===== src/iprio_pkg.sv =====
// package: register map, field layout and reset values of the priority bank
package iprio_pkg;
   // ==========================================================================
   // geometry
   localparam int unsigned NUM_REGS    = 6;
   localparam int unsigned NUM_SRC     = 16;
   localparam int unsigned PRIO_W      = 3;
   localparam int unsigned REG_W       = 16;
   localparam int unsigned ADDR_W      = 8;
   localparam int unsigned IDX_W       = 3;

   typedef logic [PRIO_W-1:0] iprio_level_t;
   typedef logic [REG_W-1:0]  iprio_word_t;

   // ==========================================================================
   // byte offsets, one aligned word each
   localparam logic [ADDR_W-1:0] OFS_UART2_INT2_TIMER5 = 8'h00;
   localparam logic [ADDR_W-1:0] OFS_CAN_SPI2          = 8'h04;
   localparam logic [ADDR_W-1:0] OFS_DMA3              = 8'h08;
   localparam logic [ADDR_W-1:0] OFS_DMA4_PARPORT      = 8'h0c;
   localparam logic [ADDR_W-1:0] OFS_ENCODER_PWM       = 8'h10;
   localparam logic [ADDR_W-1:0] OFS_FAULT_RTC_DMA5    = 8'h14;
   localparam logic [ADDR_W-1:0] OFS_CFG               = 8'h18;

   // ==========================================================================
   // field positions (low bit of each field)
   localparam int unsigned POS_HI  = 12;
   localparam int unsigned POS_MID = 8;
   localparam int unsigned POS_LO4 = 4;
   localparam int unsigned POS_LO0 = 0;

   // implemented-bit masks per register, everything else reads zero
   localparam iprio_word_t MASK_R0 = 16'h7777;
   localparam iprio_word_t MASK_R1 = 16'h7777;
   localparam iprio_word_t MASK_R2 = 16'h0007;
   localparam iprio_word_t MASK_R3 = 16'h0770;
   localparam iprio_word_t MASK_R4 = 16'h0770;
   localparam iprio_word_t MASK_R5 = 16'h7770;

   // ==========================================================================
   // reset values: level 4 in every implemented field
   localparam iprio_level_t PRIO_RST  = 3'h4;
   localparam iprio_level_t PRIO_OFF  = 3'h0;
   localparam iprio_word_t  RST_ALL4  = 16'h4444;
   localparam logic         CFG_CAN_RST = 1'b1;
endpackage : iprio_pkg


===== src/iprio_reg_if.sv =====
// interface: write strobes and stored words between bus slave and register bank
`timescale 1ns/1ps
interface iprio_reg_if;
   logic                                          wr_en;
   logic [iprio_pkg::IDX_W-1:0]                   wr_idx;
   iprio_pkg::iprio_word_t                        wr_data;
   iprio_pkg::iprio_word_t [iprio_pkg::NUM_REGS-1:0] words;

   modport slave (output wr_en, output wr_idx, output wr_data, input words);
   modport bank  (input wr_en, input wr_idx, input wr_data, output words);
endinterface : iprio_reg_if


===== src/iprio_bank.sv =====
// priority register bank: masked storage with level-4 reset
`timescale 1ns/1ps
module iprio_bank (
   input  wire logic  i_clk,
   input  wire logic  i_srst,
   iprio_reg_if.bank  rif
);
   localparam iprio_pkg::iprio_word_t MASKS [iprio_pkg::NUM_REGS] = '{
      iprio_pkg::MASK_R0, iprio_pkg::MASK_R1, iprio_pkg::MASK_R2,
      iprio_pkg::MASK_R3, iprio_pkg::MASK_R4, iprio_pkg::MASK_R5};

   // ==========================================================================
   // one word per register
   genvar g;
   generate
      for (g = 0; g < iprio_pkg::NUM_REGS; g++) begin : g_word
         iprio_pkg::iprio_word_t word_r;
         wire sel = rif.wr_en && (int'(rif.wr_idx) == g);
         always_ff @(posedge i_clk) begin
            if (i_srst) begin
               word_r <= iprio_pkg::RST_ALL4 & MASKS[g];
            end else if (sel) begin
               word_r <= rif.wr_data & MASKS[g];
            end
         end
         assign rif.words[g] = word_r;
      end
   endgenerate
endmodule : iprio_bank


===== src/iprio_top.sv =====
// top: AHB-Lite slave and priority register bank for sixteen interrupt sources
`timescale 1ns/1ps
module iprio_top #(
   parameter bit HAS_CAN = 1'b1
) (
   input  wire logic                                     i_clk,
   input  wire logic                                     i_srst,
   // ahb-lite slave
   input  wire logic                                     i_hsel,
   input  wire logic [31:0]                              i_haddr,
   input  wire logic [1:0]                               i_htrans,
   input  wire logic                                     i_hwrite,
   input  wire logic [2:0]                               i_hsize,
   input  wire logic [31:0]                              i_hwdata,
   input  wire logic                                     i_hready,
   output logic      [31:0]                              o_hrdata,
   output logic                                          o_hreadyout,
   output logic                                          o_hresp,
   // source requests in, gated requests and levels out
   input  wire logic [iprio_pkg::NUM_SRC-1:0]            i_src_req,
   output logic      [iprio_pkg::NUM_SRC-1:0]            o_src_req,
   output logic      [iprio_pkg::NUM_SRC*iprio_pkg::PRIO_W-1:0] o_src_level
);
   // ==========================================================================
   // source order on o_src_req / o_src_level:
   // 0 serial2_tx 1 serial2_rx 2 ext_irq2 3 timer_five 4 can_event 5 can_rx_ready
   // 6 spi_two_event 7 spi_two_error 8 dma_ch3 9 dma_ch4 10 parallel_port
   // 11 encoder_one 12 motor_pwm_one 13 pwm_fault_a 14 rtc_alarm 15 dma_ch5

   iprio_reg_if rif ();

   iprio_bank u_bank (
      .i_clk  (i_clk),
      .i_srst (i_srst),
      .rif    (rif)
   );

   // ==========================================================================
   // address phase capture
   logic                         wr_pend_r;
   logic                         rd_pend_r;
   logic [iprio_pkg::ADDR_W-1:0] addr_r;
   logic                         cfg_can_r;
   logic [31:0]                  rdata_r;

   wire                         xfer_ok = i_hsel && i_hready && i_htrans[1];
   wire [iprio_pkg::ADDR_W-1:0] a_ph    = i_haddr[iprio_pkg::ADDR_W-1:0];

   always_ff @(posedge i_clk) begin
      if (i_srst) begin
         wr_pend_r <= 1'b0;
         rd_pend_r <= 1'b0;
         addr_r    <= '0;
      end else begin
         wr_pend_r <= xfer_ok && i_hwrite;
         rd_pend_r <= xfer_ok && !i_hwrite;
         if (xfer_ok) begin
            addr_r <= a_ph;
         end
      end
   end

   // ==========================================================================
   // address decode
   wire                         bank_hit = (addr_r[1:0] == 2'h0) &&
                                           (addr_r < iprio_pkg::OFS_CFG);
   wire                         cfg_hit  = (addr_r == iprio_pkg::OFS_CFG);
   wire [iprio_pkg::IDX_W-1:0]  idx      = addr_r[iprio_pkg::IDX_W+1:2];

   assign rif.wr_en   = wr_pend_r && bank_hit;
   assign rif.wr_idx  = idx;
   assign rif.wr_data = i_hwdata[iprio_pkg::REG_W-1:0];

   // ==========================================================================
   // config register: can module present
   always_ff @(posedge i_clk) begin
      if (i_srst) begin
         cfg_can_r <= iprio_pkg::CFG_CAN_RST;
      end else if (wr_pend_r && cfg_hit) begin
         cfg_can_r <= i_hwdata[0];
      end
   end

   wire can_present = HAS_CAN && cfg_can_r;

   // ==========================================================================
   // read data, muxed in the data phase one cycle behind the address phase and held in rdata_r
   wire [31:0] rd_mux = bank_hit ? {16'h0000, rif.words[idx]} :
                        cfg_hit  ? {31'h00000000, cfg_can_r}  : 32'h00000000;

   always_ff @(posedge i_clk) begin
      if (i_srst) begin
         rdata_r <= '0;
      end else if (xfer_ok && !i_hwrite) begin
         rdata_r <= '0;
      end else if (rd_pend_r) begin
         rdata_r <= rd_mux;
      end
   end

   // read data out in the data phase: combinational from stored words
   assign o_hrdata    = rd_pend_r ? rd_mux : rdata_r;
   assign o_hreadyout = 1'b1;
   assign o_hresp     = 1'b0;

   // ==========================================================================
   // field extraction per source
   wire iprio_pkg::iprio_word_t w0 = rif.words[0];
   wire iprio_pkg::iprio_word_t w1 = rif.words[1];
   wire iprio_pkg::iprio_word_t w2 = rif.words[2];
   wire iprio_pkg::iprio_word_t w3 = rif.words[3];
   wire iprio_pkg::iprio_word_t w4 = rif.words[4];
   wire iprio_pkg::iprio_word_t w5 = rif.words[5];

   iprio_pkg::iprio_level_t lvl [iprio_pkg::NUM_SRC];

   assign lvl[0]  = w0[iprio_pkg::POS_HI  +: iprio_pkg::PRIO_W];
   assign lvl[1]  = w0[iprio_pkg::POS_MID +: iprio_pkg::PRIO_W];
   assign lvl[2]  = w0[iprio_pkg::POS_LO4 +: iprio_pkg::PRIO_W];
   assign lvl[3]  = w0[iprio_pkg::POS_LO0 +: iprio_pkg::PRIO_W];
   assign lvl[4]  = can_present ? w1[iprio_pkg::POS_HI +: iprio_pkg::PRIO_W]
                                : iprio_pkg::PRIO_OFF;
   assign lvl[5]  = can_present ? w1[iprio_pkg::POS_MID +: iprio_pkg::PRIO_W]
                                : iprio_pkg::PRIO_OFF;
   assign lvl[6]  = w1[iprio_pkg::POS_LO4 +: iprio_pkg::PRIO_W];
   assign lvl[7]  = w1[iprio_pkg::POS_LO0 +: iprio_pkg::PRIO_W];
   assign lvl[8]  = w2[iprio_pkg::POS_LO0 +: iprio_pkg::PRIO_W];
   assign lvl[9]  = w3[iprio_pkg::POS_MID +: iprio_pkg::PRIO_W];
   assign lvl[10] = w3[iprio_pkg::POS_LO4 +: iprio_pkg::PRIO_W];
   assign lvl[11] = w4[iprio_pkg::POS_MID +: iprio_pkg::PRIO_W];
   assign lvl[12] = w4[iprio_pkg::POS_LO4 +: iprio_pkg::PRIO_W];
   assign lvl[13] = w5[iprio_pkg::POS_HI  +: iprio_pkg::PRIO_W];
   assign lvl[14] = w5[iprio_pkg::POS_MID +: iprio_pkg::PRIO_W];
   assign lvl[15] = w5[iprio_pkg::POS_LO4 +: iprio_pkg::PRIO_W];

   // ==========================================================================
   // per-source level and gated request toward arbitration
   genvar s;
   generate
      for (s = 0; s < iprio_pkg::NUM_SRC; s++) begin : g_src
         // level is used as is: value n is priority n
         assign o_src_level[s*iprio_pkg::PRIO_W +: iprio_pkg::PRIO_W] = lvl[s];
         assign o_src_req[s] = i_src_req[s] && (lvl[s] != iprio_pkg::PRIO_OFF);
      end
   endgenerate
endmodule : iprio_top


===== config.mk =====
export PLATFORM = sky130hd
export DESIGN_NAME = iprio_top
export DESIGN_NICKNAME = d
export VERILOG_FILES = /design/src/iprio_pkg.sv /design/src/iprio_reg_if.sv /design/src/iprio_bank.sv /design/src/iprio_top.sv
export SDC_FILE = /design/constraint.sdc
export NUM_CORES = 1
export LEC_CHECK = 0
export ABC_AREA = 1
export BUFFER_PORTS_ARGS = -buffer_cell sky130_fd_sc_hd__buf_2
export CORE_MARGIN = 4
export CORE_UTILIZATION = 49
export DETAILED_ROUTE_END_ITERATION = 6
export MAX_ROUTING_LAYER = met4
export PLACE_DENSITY = 0.81
export SYNTH_ARGS = -nofsm -noshare
export SYNTH_HDL_FRONTEND = slang
export SYNTH_SLANG_ARGS = --single-unit

===== constraint.sdc =====
create_clock -name i_clk -period 1.8 [get_ports i_clk]
set_input_delay 0.27 -clock i_clk [delete_from_list [all_inputs] [get_ports i_clk]]
set_output_delay 0.27 -clock i_clk [all_outputs]
set_load 0.03 [all_outputs]

# Word level (Yosys, flattened, before mapping)
# Cells that the tools add are included.
# W data, S select, Z words.
[classes]
n_bitwise = 0
order_cmp = 2
n_eq_ne = 6
n_shift = 0
add_sub_neg = 0
multipliers = 0
div_mod_pow = 0
reduce_logical = 49
muxes = 7
[ops]
columns = ["op", "count"]
rows = [
  ["$bmux W16 S3", 1],
  ["$reduce_bool A3 Y1", 16],
  ["$mux W16", 2],
  ["$mux W32", 1],
  ["$logic_and A1 B1 Y1", 29],
  ["$eq A3 B3 Y1 const B", 4],
  ["$eq A8 B5 Y1 const B", 1],
  ["$lt A8 B5 Y1 const B", 1],
  ["$mux W3", 2],
  ["$lt A3 B4 Y1 const B", 1],
  ["$eq A3 B2 Y1 const B", 1],
  ["$logic_not A3 Y1", 1],
  ["$logic_not A2 Y1", 1],
  ["$reduce_or A2 Y1", 1],
  ["$logic_not A1 Y1", 1],
  ["$mux W1", 1],
]
[word_totals]
regBits = 91
memories = 0
word_cells = 75
rom_bits = 0
latchBits = 0
mem_bits_rw = 0
output_inout_bits = 98

# Longest topological paths before layout
[depth]
word_depth = 4
mapped_depth = 10
ltp_nobuf = 9

# Hierarchy
# Synthesis repeated with hierarchy kept, for this count alone.
[unflattened]
cells_unflattened = 787
area_unflattened_um2 = 5104.9
[by_module_without_submodules]
columns = ["module", "cells_each", "instances", "area_each_um2"]
rows = [
  ["iprio_top", 465, 1, 2836.5],
  ["iprio_bank", 322, 1, 2268.4],
]

# Least setup slack after synthesis
# OpenSTA, ideal clock, no wires.
[synth_timing]
path_kind = "register to output"
startpoint = "register addr_r[4] (netlist name)"
endpoint = "output o_hrdata[2]"
path_stages_with_launch = 10
path_slack_ps = 229
arrival_ps = 1301
path_cell_list = "dfxtp_1 > buf_6 > inv_2 > nor2_1 > nand3_1 > nand2_1 > nor2_1 > buf_4 > nand3_1 > nand2_1"
[synth_via]
elab_chain_cells = 4
elab_cells_between_ends = 6
cone_classes = "1 x order compare; 4 x mux; 1 x reduce/logical"
[synth_rtl]
columns = ["item", "line", "rtl"]
rows = [
  ["from (decl)", "iprio_top.sv:42", "logic [iprio_pkg::ADDR_W-1:0] addr_r;"],
  ["from (signal assigned)", "iprio_top.sv:58", "addr_r <= a_ph;"],
  ["$lt A8 B5 Y1 / $bmux W16 S3 (equally long branches)", "iprio_top.sv:66, iprio_top.sv:88", ""],
  ["$logic_and A1 B1 Y1 / $mux W16 (equally long branches)", "iprio_top.sv:65, iprio_top.sv:88", ""],
  ["$mux W16 (*)", "iprio_top.sv:88", "wire [31:0] rd_mux = bank_hit ? {16'h0000, rif.words[idx]} :"],
  ["$mux W32 (*)", "--", ""],
  ["to (decl)", "iprio_top.sv:16", "output logic [31:0] o_hrdata,"],
]
# Mark *: on every way between the ends. The rest lies on a longest branch, timed or not. The select of a mux whose other input is x is not followed.

# Worst setup path in the final report
[layout_timing]
startpoint = "register addr_r[3] (netlist name)"
endpoint = "output o_hrdata[12]"
# The elaborated chain is that of the path after synthesis.

==> flow_metrics.py <==
metrics = {
    "min_path": {
        "hold_class": "input pin to flip-flop",
        "min_path_cells": 2,
    },
    "logic_synthesis": {
        "synth_seq_cells": 91,
        "synth_simple_gate_area_frac": 0.349,
        "seq_area_frac_synth": 0.398,
        "yosys.area_share.adder": 0,
        "synth_top_area_cell": "dfxtp_1",
        "synth_top_family_by_area": "simple AND/OR/NAND/NOR gates",
        "ys_types": 30,
        "synth_edf_count": 0,
        "ys_warn_count": 0,
        "synthMuxAreaShare": 0,
        "synth_nets": 764,
        "synth_cells": 674,
        "synthTopCellsByArea": "dfxtp_1 (40%), nand2_1 (15%), nor2_1 (7.8%)",
        "synth-compound-area-share": 0.0738,
        "synth.avg_cell_area_um2": 6.79,
        "async_flop_share": 0,
        "yosys.area.top_type_share": 0.398,
        "syn_area_mm2": 0.00458,
        "yosys_most_used_dff": "dfxtp_1",
        "synthXorXnorAreaFrac": 0,
    },
    "clocking": {
        "htree_levels": 3,
        "cts_tree": "built",
        "clock_sinks": 91,
        "cts_buffers": 9,
        "clk_latency_ps": 360,
        "cts.path.max_buffers": 2,
        "cts-root-buf": "clkbuf_8",
        "clk_pin_slew_worst_paths_ps": 90,
    },
    "finish": {
        "syn_to_final_growth_pct": 25.0,
        "n_fill_cell": 810,
        "n_antenna_cell": 0,
        "fin_nets": 876,
        "layout-drive-gt1-share": 0.327,
    },
    "floorplanning": {
        "die_w_um": 105,
        "coreArea_mm2": 0.00915,
        "initial_core_util": 0.500,
        "fp.dieH_um": 105,
        "row_count": 35,
        "die_area_mm2": 0.0110,
        "io_pins": 188,
    },
    "power_and_ir_drop": {
        "irDropWorstVdd_mv": 0.422,
        "power.leakage_nw": 3.01,
        "p_per_area_mw_per_mm2": 683,
    },
    "critical_path": {
        "worstRegToRegCells": 10,
        "worstPathRequired_ps": 1530,
        "startpoint_type": "flip-flop",
        "worstSetupEndpointType": "output pin",
        "cp_data_arrival_time_ps": 1690,
        "worst-path-max-fanout": 5,
        "worstSetupPathType": "flip-flop to output pin",
    },
    "placed_design": {
        "numPortBuffers": 137,
        "hpwl_mm": 8.52,
        "globalplace.congestion": 0.867,
    },
    "global_routing": {
        "grt_use_total": 0.220,
        "grt_max_degree": 51,
        "grt_pass1_vias": 4106,
        "overflow": 0,
        "antenna_found_initial": 0,
        "grt_first_pass_wirelength_mm": 19.5,
    },
    "routing": {
        "drtAntennaViolNets": 0,
        "post_drt_wl_per_cell_um": 13.3,
        "vias_per_cell": 4.89,
        "vias": 4414,
        "totalWireLength_mm": 12.0,
        "drc": 0,
        "drt_iter0_markers": 251,
        "dr.pass1.iters": 4,
    },
    "timing": {
        "holdWs_ps": 107,
        "relSlewSlack": 0.667,
        "finClkSkew_ps": 13.2,
        "fin_ws_ps": -155,
        "period_share": 1.09,
        "fmax_mhz": 511,
        "setup_viol_count_final": 12,
        "finalHoldViolations": 0,
        "setup_tns_ps": -1560,
        "min_period_ps": 1960,
        "worst_slew_pin_slew_ps": 499,
        "rsz0062_at_grt": "true",
        "slew_violations": 0,
    },
    "status": {
        "violations": "setup timing",
        "status": "complete, but fails checks",
    },
    "job": {
        "maxCapViolCount": 0,
    },
}
==> cells in the final DEF, fill, tap and decap left out, drive strengths merged <==
cell type	n
buf	172
clkbuf	12
conb	2
o21ai	16
nand3	50
dfxtp	91
a31oi	2
clkinv	2
o211ai	2
or2	1
nor3	22
clkinvlp	1
o31ai	2
o31a	12
a21oi	22
nand4	1
nor2	106
nand2	186
inv	89
==> logic make-up after synthesis <==
| kind of cell | Yosys count |
|---|---|
| AO/OA/AOI/OAI | 56 |
| buffers and inverters | 160 |
| flip-flops | 91 |
| other | 2 |
| AND/OR/NAND/NOR | 365 |
==> per-stage QoR <==
stage                     total power, W  utilization  instances  instance area [um2]  setup slack [ps]
after global placement           0.00252        0.557        868                 5100              50.6
after detailed placement         0.00252        0.557        868                 5100              14.1
final                            0.00390        0.625        902                 5720              -155
after global routing             0.00406        0.625        902                 5720              -239
after floorplan                  0.00238            -        674                 4580               229
after CTS                        0.00387        0.601        890                 5500              -166
==> flip-flops by register name (all words and copies together) (netlist names) <==
signal                cells
rd_pend_r                 1
rdata_r                  32
u_bank.g_word.word_r     48
addr_r                    8
can_present               1
wr_pend_r                 1
==> area by class of cell <==
class                      count  area, um2  area share
timing repair buffer         172       1090       0.190
inverter                      88        343      0.0599
tap                          111        139      0.0243
clock inverter                 4       33.8     0.00591
sequential                    91       1830       0.321
clock buffer                  12        155      0.0271
multi-input combinational    424       2130       0.372
==> path summary, 6_finish.rpt <==
kind / startpoint / to / slack (ps)
max: addr_r[3] / o_hrdata[12] / -160
min: i_srst / rd_pend_r / 110
max reg2reg: addr_r[7] / u_bank.g_word[5].word_r[6] / 120
min reg2reg: rdata_r[27] / rdata_r[27] / 440
==> synthesized netlist by cell type, types with 2 or more instances <==
cell      instances
dfxtp_1          91
inv_1            83
a31oi_1           2
nand3_1          44
buf_2             6
o211ai_1          2
a21oi_1          22
inv_2             4
nand3_2           4
o21ai_0          15
clkbuf_1         15
nand2_1         185
nor2_2            3
buf_6             4
nor3_1           21
buf_4            46
conb_1            2
nand3_4           2
o31ai_1           2
nor2_1           95
nor2_4            6
o31a_1           12
==> worst max-delay path: stages, from the launching register on <==
cell and delay (ps):
dfxtp_4 380, buf_8 140, nor2_4 160, inv_2 70
nor2_4 170, nand2_1 90, nand3_2 70, nand2_2 60
nand2_2 70, buf_6 120
==> repair_timing <==
action | 4_1_cts | 5_1_grt
gates resized for setup | 53 | 42
hold buffers | 0 | 0
setup buffers | 5 | 12
pin swaps | 9 | 34
gates cloned | 1 | 0
endpoints found under the setup margin | 12 | 14
==> power breakdown <==
part / total [W] / internal, W / switching (W)
registers: 0.00205 / 0.00203 / 0.0000228
logic: 0.000535 / 0.000206 / 0.000328
clock network: 0.00132 / 0.000589 / 0.000730
total: 0.00390 / 0.00282 / 0.00108
==> metal layers <==
layer / track usage / wire [um] / vias up
li1: - / - / 2252
met1: 0.291 / 5360 / 1998
met2: 0.349 / 5760 / 149
met3: 0.0445 / 765 / 15
met4: 0.0534 / 140 / 0
met5: - / 0 / -
No activity file was read; power rests on OpenSTA's default activity.
